--- config.mk ---
export PLATFORM = sky130hd
export DESIGN_NAME = root_hub_port_descriptor_b
export DESIGN_NICKNAME = d
export VERILOG_FILES = /design/src/hw/rhpdb_pkg.sv /design/src/hw/port_power_cell.sv /design/src/hw/root_hub_port_descriptor_b.sv
export VERILOG_INCLUDE_DIRS = /design/src /design/src/hw
export SDC_FILE = /design/constraint.sdc
export NUM_CORES = 1
export LEC_CHECK = 0
export BUFFER_PORTS_ARGS = -buffer_cell sky130_fd_sc_hd__buf_2
export CAP_MARGIN = 20
export CORE_MARGIN = 4
export CORE_UTILIZATION = 34
export DETAILED_ROUTE_END_ITERATION = 8
export HOLD_SLACK_MARGIN = 0.15
export PLACE_DENSITY = 0.73
export SKIP_LAST_GASP = 1
export SLEW_MARGIN = 20
export SYNTH_ARGS = -nofsm -noshare
export SYNTH_HDL_FRONTEND = slang
export SYNTH_SLANG_ARGS = --single-unit
--- constraint.sdc ---
create_clock -name clk_i -period 1.5 [get_ports clk_i]
set_clock_uncertainty 0.2 [all_clocks]
set_input_delay 0.15 -clock clk_i [delete_from_list [all_inputs] [get_ports clk_i]]
set_output_delay 0.15 -clock clk_i [all_outputs]
set_load 0.02 [all_outputs]
--- src/hw/root_hub_port_descriptor_b_regs.svh ---
`ifndef ROOT_HUB_PORT_DESCRIPTOR_B_REGS_SVH
`define ROOT_HUB_PORT_DESCRIPTOR_B_REGS_SVH

// ==========================================================================
// Register indices (byte address is four times the index)
`define RHPDB_READ_CODE 8'h13
`define RHPDB_WRITE_CODE 8'h93
`define RHPDB_CTRL_READ_CODE 8'h20
`define RHPDB_CTRL_WRITE_CODE 8'hA0
`define RHPDB_STAT_READ_CODE 8'h21
`define RHPDB_STAT_WRITE_CODE 8'hA1

// ==========================================================================
// Field positions
`define RHPDB_MASK_LSB 16
`define RHPDB_MASK_MSB 18
`define RHPDB_FIXED_LSB 0
`define RHPDB_FIXED_MSB 2
`define RHPDB_CTRL_SELECT_BIT 0
`define RHPDB_STAT_SET_GLOBAL_BIT 0
`define RHPDB_STAT_CLR_GLOBAL_BIT 1
`define RHPDB_STAT_SET_PORT_LSB 4
`define RHPDB_STAT_CLR_PORT_LSB 8

// ==========================================================================
// Reset values and the mask of used port bits
`define RHPDB_MASK_RESET 3'h0
`define RHPDB_FIXED_RESET 3'h0
`define RHPDB_PORT_USED 3'h6

`endif

--- src/hw/rhpdb_pkg.sv ---
package rhpdb_pkg;

  // ==========================================================================
  // Per-port bit vector, bit 0 unused
  typedef logic [2:0] port_vec_t;

  // Bus answer phase
  typedef enum logic [0:0] {
    BUS_IDLE,
    BUS_ACK
  } bus_state_e;

endpackage : rhpdb_pkg

--- src/hw/port_power_cell.sv ---
`timescale 1ns/100ps

// ==========================================================================
// One downstream port's power state
module port_power_cell (
  // Clock and reset
  input wire logic clk_i,
  input wire logic rst_i,
  // Controls
  input wire logic per_port_switch_select_i,
  input wire logic port_power_mask_i,
  input wire logic global_set_i,
  input wire logic global_clr_i,
  input wire logic port_set_i,
  input wire logic port_clr_i,
  // State
  output logic port_power_state_o
);

  typedef struct packed {
    logic power;
  } cell_s;

  cell_s q, d;

  // Route global or per-port commands; set beats clear on collision
  always_comb
  begin
    d = q;
    if (!per_port_switch_select_i)
    begin
      // Mask ignored in global switching mode
      if (global_set_i) d.power = 1'b1;
      else if (global_clr_i) d.power = 1'b0;
    end
    else if (port_power_mask_i)
    begin
      if (port_set_i) d.power = 1'b1;
      else if (port_clr_i) d.power = 1'b0;
    end
    else
    begin
      if (global_set_i) d.power = 1'b1;
      else if (global_clr_i) d.power = 1'b0;
    end
  end

  // State register
  always_ff @(posedge clk_i)
  begin
    if (rst_i) q <= '0;
    else q <= d;
  end

  assign port_power_state_o = q.power;

endmodule : port_power_cell

--- src/hw/root_hub_port_descriptor_b.sv ---
// Contract
// - Index 13h reads the descriptor; index 93h writes its writable fields.
// - Reset values of mask and fixed flags are parameters chosen per system.
// - Bits 18:16 are the power mask; set bit means per-port commands only.
// - Clear mask bit means the port follows only global power commands.
// - With per-port selection zero, mask is ignored; all follow global commands.
// - Mask bit 0 reserved, bit 1 is port one, bit 2 port two.
// - Bits 2:0 flag fixed devices; zero removable, one non-removable.
// - Fixed flag bit 0 reserved, bit 1 port one, bit 2 port two.
// - Bits 31:19 and 15:3 are reserved and read-only.
// - Per-port selection one powers each port individually per its mask.
// - In per-port mode global commands affect only unmasked ports.
//
// Local design decision: the Wishbone interface to the registers.
`timescale 1ns/100ps
`include "root_hub_port_descriptor_b_regs.svh"

module root_hub_port_descriptor_b #(
  parameter logic [2:0] MASK_RESET = `RHPDB_MASK_RESET,
  parameter logic [2:0] FIXED_RESET = `RHPDB_FIXED_RESET
) (
  // Clock and reset
  input wire logic clk_i,
  input wire logic rst_i,
  // Classic Wishbone slave
  input wire logic cyc_i,
  input wire logic stb_i,
  input wire logic we_i,
  input wire logic [9:0] adr_i,
  input wire logic [3:0] sel_i,
  input wire logic [31:0] dat_i,
  output logic [31:0] dat_o,
  output logic ack_o,
  // Port state
  output logic [2:1] port_power_state_o,
  output logic [2:1] attached_device_fixed_o,
  output logic per_port_switch_select_o
);

  // ==========================================================================
  // Index map of this block (byte address is four times the index)
  //   13h read / 93h write: descriptor, mask in bits 18:16, fixed flags in 2:0
  //   20h read / A0h write: control, bit 0 selects per-port switching
  //   21h read: power state of port one and two in bits 2:1
  //   A1h write: power commands, write one to fire
  //     bit 0 global set, bit 1 global clear
  //     bits 6:5 set port one/two, bits 10:9 clear port one/two
  // Bit 0 of each per-port field has no port behind it, so it is never stored;
  // software that writes ones there reads zeros back.
  // The control and command indices stand in for the hub's mode bit and its
  // global command register, which live elsewhere in a full controller;
  // only the commands and the selection matter to this block.

  // ==========================================================================
  // State
  typedef struct packed {
    // Bus answer
    rhpdb_pkg::bus_state_e bus;
    logic [31:0] rdata;
    // Stored fields
    rhpdb_pkg::port_vec_t port_power_mask;
    rhpdb_pkg::port_vec_t device_fixed_flags;
    logic switch_select_bit;
    // One-cycle command pulses toward the cells, then the registered mirror of the cell states
    logic set_global;
    logic clr_global;
    rhpdb_pkg::port_vec_t set_port;
    rhpdb_pkg::port_vec_t clr_port;
    logic [2:1] power;
  } regs_s;

  regs_s q, d;
  logic [2:1] power_w;
  logic [7:0] index_w;
  logic access_w;

  // Byte address is four times the index
  assign index_w = adr_i[9:2];
  assign access_w = cyc_i && stb_i && (q.bus == rhpdb_pkg::BUS_IDLE);

  // ==========================================================================
  // Register file and command pulses
  // A request held past its ack is not taken again while ack stands,
  // so a master that drops its strobe late still sees one answer.
  always_comb
  begin
    d = q;
    // Command strobes default low: a write of one fires exactly one pulse
    d.set_global = 1'b0;
    d.clr_global = 1'b0;
    d.set_port = 3'h0;
    d.clr_port = 3'h0;
    // Mirror of the cell states, one cycle behind them
    d.power = power_w;
    d.bus = rhpdb_pkg::BUS_IDLE; // Ack lasts one cycle
    if (access_w)
    begin
      d.bus = rhpdb_pkg::BUS_ACK;
      d.rdata = 32'h0000_0000; // Unmapped and reserved read zero
      if (!we_i)
      begin
        // Read: the answer is registered and stands until the next access
        unique case (index_w)
          `RHPDB_READ_CODE:
          begin
            // Reserved bits stay zero
            d.rdata[`RHPDB_MASK_MSB:`RHPDB_MASK_LSB] = q.port_power_mask;
            d.rdata[`RHPDB_FIXED_MSB:`RHPDB_FIXED_LSB] = q.device_fixed_flags;
          end
          `RHPDB_CTRL_READ_CODE:
          begin
            // Switching selection, all other bits zero
            d.rdata[`RHPDB_CTRL_SELECT_BIT] = q.switch_select_bit;
          end
          `RHPDB_STAT_READ_CODE:
          begin
            // Port power states in their port bit positions
            d.rdata[2:1] = q.power;
          end
          default:
          begin
            // Unmapped index still answers, with zero
            d.rdata = 32'h0000_0000;
          end
        endcase
      end
      else
      begin
        // Write: fields change at the taking edge, the same edge that raises ack
        unique case (index_w)
          `RHPDB_WRITE_CODE:
          begin
            // Only port bits are stored; bit 0 and reserved dropped
            if (sel_i[2])
            begin
              // Mask lives in byte lane 2
              d.port_power_mask = dat_i[`RHPDB_MASK_MSB:`RHPDB_MASK_LSB]
                                  & `RHPDB_PORT_USED;
            end
            if (sel_i[0])
            begin
              // Fixed flags live in byte lane 0
              d.device_fixed_flags = dat_i[`RHPDB_FIXED_MSB:`RHPDB_FIXED_LSB]
                                     & `RHPDB_PORT_USED;
            end
          end
          `RHPDB_CTRL_WRITE_CODE:
          begin
            // A new selection applies from the next command on
            if (sel_i[0])
            begin
              d.switch_select_bit = dat_i[`RHPDB_CTRL_SELECT_BIT];
            end
          end
          `RHPDB_STAT_WRITE_CODE:
          begin
            // Both low lanes needed, so a partial write cannot fire half a command
            if (sel_i[1] && sel_i[0])
            begin
              // Writing one fires the command, zero has no effect
              d.set_global = dat_i[`RHPDB_STAT_SET_GLOBAL_BIT];
              d.clr_global = dat_i[`RHPDB_STAT_CLR_GLOBAL_BIT];
              d.set_port = dat_i[`RHPDB_STAT_SET_PORT_LSB +: 3] & `RHPDB_PORT_USED;
              d.clr_port = dat_i[`RHPDB_STAT_CLR_PORT_LSB +: 3] & `RHPDB_PORT_USED;
            end
          end
          default:
          begin
            // Unmapped write ignored, still acked so the master never hangs
            d.set_global = 1'b0;
          end
        endcase
      end
    end
  end

  // ==========================================================================
  // Registers; mask and fixed flag reset values are system parameters
  // Bit 0 is masked off here too, whatever value the parameter carries
  always_ff @(posedge clk_i)
  begin
    if (rst_i)
    begin
      q <= '0;
      q.port_power_mask <= MASK_RESET & `RHPDB_PORT_USED;
      q.device_fixed_flags <= FIXED_RESET & `RHPDB_PORT_USED;
    end
    else
    begin
      q <= d;
    end
  end

  // ==========================================================================
  // Per-port power cells
  // Port zero has no cell: bit 0 of each vector is reserved
  genvar p;
  generate
    for (p = 1; p <= 2; p++)
    begin : g_port
      port_power_cell u_cell (
        .clk_i(clk_i),
        .rst_i(rst_i),
        .per_port_switch_select_i(q.switch_select_bit),
        .port_power_mask_i(q.port_power_mask[p]),
        .global_set_i(q.set_global),
        .global_clr_i(q.clr_global),
        .port_set_i(q.set_port[p]),
        .port_clr_i(q.clr_port[p]),
        .port_power_state_o(power_w[p])
      );
    end
  endgenerate

  // Outputs all from flip-flops
  assign dat_o = q.rdata;
  assign ack_o = (q.bus == rhpdb_pkg::BUS_ACK);
  assign port_power_state_o = q.power;
  assign attached_device_fixed_o = q.device_fixed_flags[2:1];
  assign per_port_switch_select_o = q.switch_select_bit;

endmodule : root_hub_port_descriptor_b

# ---- After elaboration in Yosys (flattened, before gate mapping)
# Cells that the tools add are included.
dict set report word_totals {
  ff_bits 48
  inputBits 51
  out_inout_bits 38
}
dict set report op_classes {
  mux 26
  n_eq_ne 8
  n_reduce_logical 7
  bitwise 5
}
# cell n
set op_table {}
lappend op_table {{$mux W48} 1}
lappend op_table {{$eq A8 B8 Y1 const B} 3}
lappend op_table {{$mux W19} 1}
lappend op_table {{$eq A8 B6 Y1 const B} 2}
lappend op_table {{$mux W1} 16}
lappend op_table {{$mux W15} 1}
lappend op_table {{$reduce_and A4 Y1} 3}
lappend op_table {{$mux W3} 3}
lappend op_table {{$eq A8 B5 Y1 const B} 1}
lappend op_table {{$mux W8} 1}
lappend op_table {{$ne A4 B4 Y1 const B} 2}
lappend op_table {{$mux W7} 1}
lappend op_table {{$mux W6} 1}
lappend op_table {{$not A1 Y1} 5}
lappend op_table {{$reduce_or A5 Y1} 1}
lappend op_table {{$pmux W2 S2} 1}
lappend op_table {{$logic_and A1 B1 Y1} 3}

# ---- Longest topological paths before layout
# Gate-level depths: netlist (run 1).
dict set report logic_depth {
  word_depth 5
  depth_mapped 4
}

# ---- Modules after synthesis
# Synthesis (run 1) repeated with hierarchy kept, for this count alone.
dict set report hier_totals {
  hier_cells 119
  hier_area_um2 1122.3
}
# mod n_inst cells_each area_per_inst_um2
set modules_own_cells {}
lappend modules_own_cells {root_hub_port_descriptor_b 1 107 1022.2}
lappend modules_own_cells {port_power_cell 2 6 50.0}

# ---- Worst setup path after synthesis (run 1)
# OpenSTA, ideal clock, no wires.
dict set report synth_timing {
  path_kind {register -> register}
  startpoint {register q, in the netlist ack_o}
  endpoint {register q, in the netlist attached_device_fixed_o[1]}
  arrival_ps 1283
  setup_ps 128
  period_less_slack_ps 1611
  path_stages_with_launch 5
  t_required_ps 1172
  n_path_buf 0
  slack_ps -111
  cell_sequence {dfxtp_1 nand4bb_4 nor4_4 mux2i_1 nor2_1}
}
dict set report synth_between {
  elab_chain_len 3
}
# element line_no
set synth_lines {}
lappend synth_lines {{from (decl)} root_hub_port_descriptor_b.sv:72} ;# regs_s q, d;
lappend synth_lines {{$not A1 Y1} root_hub_port_descriptor_b.sv:79} ;# assign access_w = cyc_i && stb_i && (q.bus == rhpdb_pkg::BUS_IDLE);
lappend synth_lines {{$logic_and A1 B1 Y1} root_hub_port_descriptor_b.sv:79}
lappend synth_lines {{$reduce_and A4 Y1 (no line)} -}
# No other way between the ends.
# A chain may end at the register's enable or synchronous reset.

# ---- Final worst setup path (run 1)
dict set report layout_timing {
  startpoint {input port adr_i[9]}
  endpoint {register q, in the netlist dat_o[17]}
}
dict set report layout_between {
  elab_chain_len 3
}
# element line_no
set layout_lines {}
lappend layout_lines {{from (decl)} root_hub_port_descriptor_b.sv:29} ;# input wire logic [9:0] adr_i,
lappend layout_lines {{$eq A8 B5 Y1} root_hub_port_descriptor_b.sv:103} ;# unique case (index_w)
lappend layout_lines {{$mux W3} root_hub_port_descriptor_b.sv:103}
lappend layout_lines {{$mux W19} root_hub_port_descriptor_b.sv:100} ;# if (!we_i)
# No other way between the ends.

==> results of run 1 <==
-- layout make-up --
cell class	instances	area, sq um	area share (%)
inverters	1	3.754	0.2568
well taps	44	55.05	3.767
multi-input cells	86	561.8	38.44
repair buffers	59	392.9	26.88
flip-flops and latches	21	421.7	28.85
clock buffers	4	26.28	1.798
-- timing repair --
item	in CTS	in global routing
pin swaps	1	0
setup buffers	2	0
gates resized for setup	1	0
endpoints found under the setup margin	8	13
hold endpoints to repair	17	0
cloned	0	0
hold buffers	15	0
-- cell usage after synthesis, drive strengths merged, types with 4 or more instances --
| master | number | share of area, % |
|---|---|---|
| nor2 | 8 | 2.8 |
| nand3 | 6 | 2.8 |
| dfxtp | 21 | 39 |
| buf | 27 | 19 |
| nor4 | 4 | 6.2 |
| a32o | 4 | 3.7 |
| mux2i | 7 | 6.5 |
| nand2 | 7 | 2.4 |
| and2 | 6 | 3.5 |
-- power by group through the flow --
| stage | registers [W] | logic (W) | clock network, W |
|---|---|---|---|
| 6_report | 0.000559 | 0.000185 | 0.000256 |
| 5_1_grt | 0.000560 | 0.000201 | 0.000299 |
| 4_1_cts | 0.000559 | 0.000181 | 0.000270 |
| 3_5_place_dp | 0.000573 | 0.000146 | 0 |
| 3_3_place_gp | 0.000573 | 0.000144 | 0 |
| 2_1_floorplan | 0.000574 | 0.000143 | 0 |
-- worst max path at each step --
stage | to | slack, ns | startpoint | cells after the start
floorplan | dat_o[0] | 0.03 | ack_o | 4
global placement | attached_device_fixed_o[1] | -0.14 | adr_i[5] | 5
detailed placement | attached_device_fixed_o[2] | -0.14 | adr_i[5] | 5
CTS | attached_device_fixed_o[2] | 0.001 | ack_o | 4
global route | per_port_switch_select_o | -0.05 | ack_o | 4
finish | dat_o[17] | -0.008 | adr_i[9] | 5
-- metal layers --
metal  GRT usage, %  vias to the layer above
met4          5.805                        0
met5              0                        -
met2          21.13                       53
met3          3.120                        4
li1               -                      450
met1          12.45                      410
-- layout by cell type, fill, tap and decap left out, types with 2 or more instances in the layout --
| cell type | n |
|---|---|
| nor4_4 | 3 |
| a32o_1 | 4 |
| a21oi_1 | 2 |
| dfxtp_1 | 20 |
| conb_1 | 27 |
| nand3_1 | 6 |
| dlygate4sd3_1 | 15 |
| and2_1 | 6 |
| buf_4 | 9 |
| a22o_1 | 2 |
| nor3_1 | 2 |
| nor2_1 | 8 |
| nand2_1 | 7 |
| buf_2 | 35 |
| mux2i_1 | 7 |
| nor2b_1 | 2 |
| clkbuf_4 | 3 |
-- per-stage QoR --
step,cells,worst slack [ns]
after floorplan,136,0.03016
after global placement,194,-0.1376
after detailed placement,194,-0.1421
after CTS,215,0.001327
after global routing,215,-0.04529
final,215,-0.007667
-- critical path, stage by stage --
cell and delay, ns:
buf_2 0.11, dlygate4sd3_1 0.58, nor4_2 0.37, buf_4 0.18
a32o_1 0.15
-- flip-flops by register name (all words and copies together), names as in the netlist --
register and count:
dat_o 5, port_power_state_o 2, q 8, g_port.u_cell.port_power_state_o 2, per_port_switch_select_o 1, ack_o 1, attached_device_fixed_o 2
-- kinds of logic (layout without fill, tap and decap cells) --
family	count (synthesis)	after routing
mux	7	7
other cells	1	27
buf+inv	29	64
flops	21	21
simple gates	43	43
compound gates	9	9
==> impl_metrics.ini, run 1 <==
[cells_and_area]
antenna_cells = 0
final_cell_area_sq_um = 1461
utilization_pct = 47.87
area_growth_pct = 34.56
layout-drive-gt1-share_pct = 32.75
layout.nets = 223
n_fill_cell = 307

[clock_network]
h-tree-depth = 1
root_buffer = clkbuf_4
cts.sinks = 21
numCtsBuffers = 3
path_clk_slew_ns = 0.10
clk_latency_ns = 0.29
cts_tree = built
ctsLongestPathBuffers = 2

[grt]
grt_pass1_vias = 863
overflow = 0
grt_max_degree = 12
grt_pass1_wl_microns = 3801
grt_antenna_before_repair = 0
grtUsageTotal_pct = 11.70

[power]
p_leak_nw = 0.6874
power.total_w = 0.001000
power_density_nw_per_um2 = 684.5
power.share.clock_pct = 25.5
switching_share_pct = 26.61
pwr-share-seq_pct = 55.9
comb_power_share_pct = 18.5
switchingPower_w = 0.0002662
vdd_ir_drop_max_uv = 499.0
p_int_w = 0.0007342

[synth]
synth_cells = 110
synth_fa_ha_area_share_pct = 0
ys_ff_latch = 21
synth-xor-area-share_pct = 0
synthFlopType = dfxtp_1
synth_compound_gate_area_share_pct = 6.682
avgSynthCellArea_sq_um = 9.873
synth_area_sq_um = 1086
yosysSeqAreaShare_pct = 38.71
synth_top_family_by_area = simple AND/OR/NAND/NOR gates
synth_edf_count = 0
synthArstFlopShare_pct = 0
synth.area.mux_share_pct = 6.452
yosys_warnings = 0
synthSimpleGateAreaFrac_pct = 28.46
yosysUniqueCellTypes = 26

[place]
io_buffer_count = 35
finalWeightedCongestion = 0.7311
dp_hpwl_microns = 1814
post_dp_cell_area_sq_um = 1261

[timing]
rsz0062_at_grt = yes
final-hold-violation-count = 0
hold_ws_ns = 0.1743
fin_crit_ns = 1.508
finalSetupViolCount = 2
fin_crit_sh_pct = 100.5
worst_slack_ns = -0.007667
slew_violations = 0
setup_tns_ns = -0.01441
max_freq_ghz = 0.6633

[status]
status = complete, but fails checks
failed_checks = setup timing

[critical_path]
r2r-start = ack_o
worstPathArrival_ns = 1.54
worst-path-max-fanout = 3
worstSetupEndpointType = register
worstPathRequired_ns = 1.53
reg2reg_depth = 4
critPathKind = in2reg
cp-start-kind = input port
r2r_setup_slack_ns = 0.01
r2r-end = attached_device_fixed_o[2]

[floorplan]
rows = 20
io_pins = 89
die_x_microns = 64.52
core_area_sq_um = 3053
initial_utilization_pct = 35.57
die_h_microns = 64.52
die_area_sq_um = 4162

[min_path]
hold_path_end = q[16]
hold_class = in2reg
min_path_cells = 5
hp-start = sel_i[2]

[route]
drt_iter0_markers = 18
wl_met2_microns = 1204
wl_microns = 2374
routed_via_density = 4.265
top_layer = met4
final_antenna_net_count = 0
remaining_drc_errors = 0
wire_per_inst_microns = 11.04
wl_met3_microns = 235
first_pass_iters = 4
met1_length_microns = 911
num_vias = 917

[run]
drv_cap = 0
Power figures use the tool's default switching activity.
==> run 2, diff against run 1 <==
Settings changed: CORE_MARGIN 4 to 2.
==> run 2 against run 1 <==
Compared with the run above: the run ends with hold timing left; worst hold slack lost 0.20 ns; sequential share of layout area grew 0.68 points; via count shrank 6.0%; global-route usage grew 0.34 points.
==> impl_metrics.ini, run 2 (synthesis gave the netlist of run 1 again) <==
[status]
status = complete, but fails checks
failed_checks = hold timing

[floorplan]
die_area_sq_um = 3662
rows = 20
die_h_microns = 60.52
io_pins = 89
core_area_sq_um = 3053
die_x_microns = 60.52
initial_utilization_pct = 35.57

[route]
wire_per_inst_microns = 9.910
final_antenna_net_count = 0
drt_iter0_markers = 16
wl_microns = 2101
remaining_drc_errors = 0
first_pass_iters = 4
routed_via_density = 4.066
num_vias = 862

[run]
drv_cap = 0

[cells_and_area]
final_cell_area_sq_um = 1428
final_cells = 212
antenna_cells = 0
multi_input_area_sq_um = 553.0
largest_reg_flops = 8
n_fill_cell = 322
layout-drive-gt1-share_pct = 32.74
seqCellArea_sq_um = 421.7
area_growth_pct = 31.45
layout.nets = 220
final_common_cell = buf_2
largest-register = q
final_cell_mix = 35 x buf_2, 27 x conb_1, 20 x dfxtp_1

[timing]
rsz0062_at_grt = yes
worst_slack_ns = 0.01418
hold_ws_ns = -0.02109
fin_crit_ns = 1.486
finalSetupViolCount = 0
final-hold-violation-count = 5
fin_crit_sh_pct = 99.05
max_freq_ghz = 0.6730
slew_violations = 0

[critical_path]
worstSetupEndpointType = register
worstPathRequired_ns = 1.54
max_stage_delay_ns = 0.34
cp_slowest_cell = dfxtp_2
critPathKind = reg2reg
worstPathArrival_ns = 1.52
path_cells = nand4bb_4 -> nor4_2 -> buf_4 -> a32o_1
worst-path-max-fanout = 5
cp.buffers_inverters = 1
cp-start-kind = register
path_delay_family = simple AND/OR/NAND/NOR gates

[place]
finalWeightedCongestion = 0.7764
dp_hpwl_microns = 1634
place_ws_ns = -0.1400
post_dp_cell_area_sq_um = 1261
dp_cells = 194
io_buffer_count = 35

[grt]
grt_antenna_before_repair = 0
overflow = 0
grtUsageTotal_pct = 12.04
grt_pass1_vias = 791
grt_pass1_wl_microns = 3263
grt_max_degree = 14

[power]
vdd_ir_drop_max_uv = 527.7
p_leak_nw = 0.6818
power_density_nw_per_um2 = 690.1

[clock_network]
numCtsBuffers = 3
cts.sinks = 21
root_buffer = clkbuf_4
cts_hold_buf = 13
cts_tree = built
path_clk_slew_ns = 0.11
h-tree-depth = 1
clk_latency_ns = 0.29
ctsLongestPathBuffers = 2

[min_path]
hold_class = in2reg
run 2: final timing paths:
path | cells after the start | startpoint | slack (ns) | endpoint
max | 4 | ack_o | 0.01 | dat_o[17]
min reg2reg | 1 | dat_o[1] | 0.28 | dat_o[1]
min | 2 | rst_i | -0.02 | attached_device_fixed_o[2]
max reg2reg | 4 | ack_o | 0.01 | dat_o[17]
run 2: repair_timing:
action | CTS | global route
pin swaps | 0 | 1
endpoints found under the setup margin | 7 | 16
resized for setup | 0 | 1
endpoints found under the hold margin | 17 | 8
buffers inserted | 1 | 0
run 2: cell type report:
class	instances	area share, %
clock buffer	4	1.840
multi-input combinational	86	38.74
inverter	1	0.2629
sequential	21	29.54
timing repair buffer	56	25.77
tap	44	3.856
run 2: stage by stage:
| step | util [%] | setup TNS [ns] | total power [W] | hold WS (ns) |
|---|---|---|---|---|
| CTS | 46.68 | 0 | 0.0009973 | -0.03049 |
| floorplan | - | 0 | 0.0007171 | 0.07171 |
| global route | 46.76 | -0.7831 | 0.001043 | -0.01444 |
| finish | 46.76 | 0 | 0.0009852 | -0.02109 |
| global placement | 41.31 | -0.9447 | 0.0007158 | 0.1498 |
| detailed placement | 41.31 | -0.8345 | 0.0007167 | 0.1511 |
run 2: routing by layer:
layer	up-vias	global-route usage, %	share of wire [%]
met2	36	23.29	51
met3	0	3.198	7.5
met5	-	0	0
met1	381	12.58	41
met4	0	3.727	0
li1	445	-	-
run 2: power breakdown:
part	switching (W)	leakage [nW]	internal [W]
sequential	0.000000743	0.170	0.000559
clock	0.000152	0.0150	0.000103
combinational	0.000106	0.497	0.0000640
==> run 3, diff against run 2 <==
Settings changed: BUFFER_PORTS_ARGS -buffer_cell sky130_fd_sc_hd__buf_2 to -buffer_cell sky130_fd_sc_hd__buf_4.
==> run 3 against run 2 <==
Compared with the run above: the flow finishes with violations (setup timing); sequential power about the same; worst hold slack improved by 0.099 ns; sequential share of layout area decreased by 1.8 points; register-to-register slack got worse by 0.04 ns; via count is 4.2% higher; die area unchanged; combinational power increased by 15%; clock power up 7%; critical path depth stayed put.
==> impl_metrics.ini, run 3 (synthesis gave the netlist of run 1 again) <==
[timing]
hold_ws_ns = 0.07834
finalSetupViolCount = 9
worst_slack_ns = -0.02263
fin_crit_ns = 1.523
max_freq_ghz = 0.6568
final-hold-violation-count = 0
fin_crit_sh_pct = 101.5
rsz0062_at_grt = yes
slew_violations = 0

[route]
wl_microns = 2252
routed_via_density = 4.236
final_antenna_net_count = 0
drt_iter0_markers = 18
num_vias = 898
wire_per_inst_microns = 10.62
first_pass_iters = 4
remaining_drc_errors = 0

[clock_network]
numCtsBuffers = 3
clk_latency_ns = 0.31
path_clk_slew_ns = 0.12
cts_hold_buf = 14
cts_tree = built
cts.sinks = 21
root_buffer = clkbuf_4
h-tree-depth = 1
ctsLongestPathBuffers = 2

[critical_path]
worst-path-max-fanout = 6
path_delay_family = simple AND/OR/NAND/NOR gates
cp_slowest_cell = nor4_2
max_stage_delay_ns = 0.36
crit_end = q[9]
worstPathRequired_ns = 1.56
critPathKind = reg2reg
cp-start-kind = register
crit_cells = 4
r2r-end = q[9]
reg2reg_depth = 4
worstPathArrival_ns = 1.58
r2r_setup_slack_ns = -0.02
critPathLaunch = ack_o
worstSetupEndpointType = register
path_cells = nand4bb_4 -> nor4_2 -> buf_4 -> and2_1
r2r-start = ack_o
cp.buffers_inverters = 1

[floorplan]
rows = 20
initial_utilization_pct = 35.57
die_x_microns = 60.52
core_area_sq_um = 3053
io_pins = 89
die_area_sq_um = 3662
die_h_microns = 60.52

[cells_and_area]
largest_reg_flops = 8
largest-register = q
final_cell_mix = 42 x buf_4, 27 x conb_1, 20 x dfxtp_1
n_fill_cell = 297
layout.nets = 220
area_growth_pct = 39.86
final_common_cell = buf_4
multi_input_area_sq_um = 553.0
seqCellArea_sq_um = 421.7
antenna_cells = 0
layout-drive-gt1-share_pct = 32.74

[grt]
grt_pass1_vias = 880
grt_pass1_wl_microns = 3684
grtUsageTotal_pct = 13.67
overflow = 0
grt_max_degree = 14
grt_antenna_before_repair = 0

[status]
failed_checks = setup timing
status = complete, but fails checks

[place]
finalWeightedCongestion = 0.8058
dp_hpwl_microns = 1795
io_buffer_count = 35

[power]
power_density_nw_per_um2 = 676.6
p_leak_nw = 0.6846
power.total_w = 0.001028
vdd_ir_drop_max_uv = 503.6

[min_path]
hold_class = in2reg

[run]
drv_cap = 0
run 3: cell count changes in the layout (fill, tap and decap cells not counted), sizes merged:
cell          before  now
clkinvlp           0    1
buf               43   42
dlymetal6s4s       1    0
dlygate4sd3       12   14
clkbuf             4    3
run 3: how the worst min path moves through the flow:
stage / to / from / slack, ns / cells past startpoint
2_1_floorplan: q[3] / dat_i[9] / 0.07 / 1
3_5_place_dp: q[6] / dat_i[5] / 0.16 / 2
5_1_grt: dat_o[1] / we_i / 0.07 / 3
6_report: dat_o[1] / we_i / 0.08 / 3
4_1_cts: dat_o[1] / we_i / 0.06 / 3
3_3_place_gp: q[6] / dat_i[5] / 0.15 / 2
run 3: area by class of cell:
cell class,count,area share [%]
clock buffers,3,1.483
multi-input cells,86,36.41
inverters,1,0.2471
well taps,44,3.624
flip-flops and latches,21,27.76
repair buffers,56,29.98
clock inverters,1,0.4942
run 3: what timing repair did:
item | in CTS | in global routing
endpoints found under the hold margin | 19 | 1
resized for setup | 0 | 0
setup buffers | 0 | 0
pin swaps | 0 | 1
endpoints found under the setup margin | 4 | 14
gates cloned | 0 | 0
run 3: routing by layer:
layer,part of all wire (%),up-vias,track usage (%)
met1,40,412,14.44
li1,-,443,-
met5,0,-,0
met4,0,0,2.795
met3,7.1,0,4.478
met2,53,43,26.40
run 3: report_power, final:
| group | total [W] | internal [W] | switching (W) |
|---|---|---|---|
| Combinational | 0.000195 | 0.0000855 | 0.000110 |
| Clock | 0.000273 | 0.000102 | 0.000172 |
| Sequential | 0.000559 | 0.000559 | 0.000000675 |
| Total | 0.00103 | 0.000746 | 0.000282 |
run 3: through the flow:
step,worst slack [ns],area [sq um],utilization (%),std cells,setup TNS (ns)
after floorplan,0.03016,1185,-,136,0
after global placement,-0.1361,1349,44.18,194,-0.9769
after detailed placement,-0.1566,1349,44.18,194,-1.083
after CTS,-0.01204,1519,49.75,212,-0.02148
after global routing,-0.07564,1519,49.75,212,-0.6172
final,-0.02263,1519,49.75,212,-0.09919
run 3: worst reg2reg max path: cells and delay by family (launching register included):
family / cells / cell delay, ns
flip-flops: 1 / 0.34
buffers and inverters: 1 / 0.19
AND/OR/NAND/NOR: 3 / 0.74
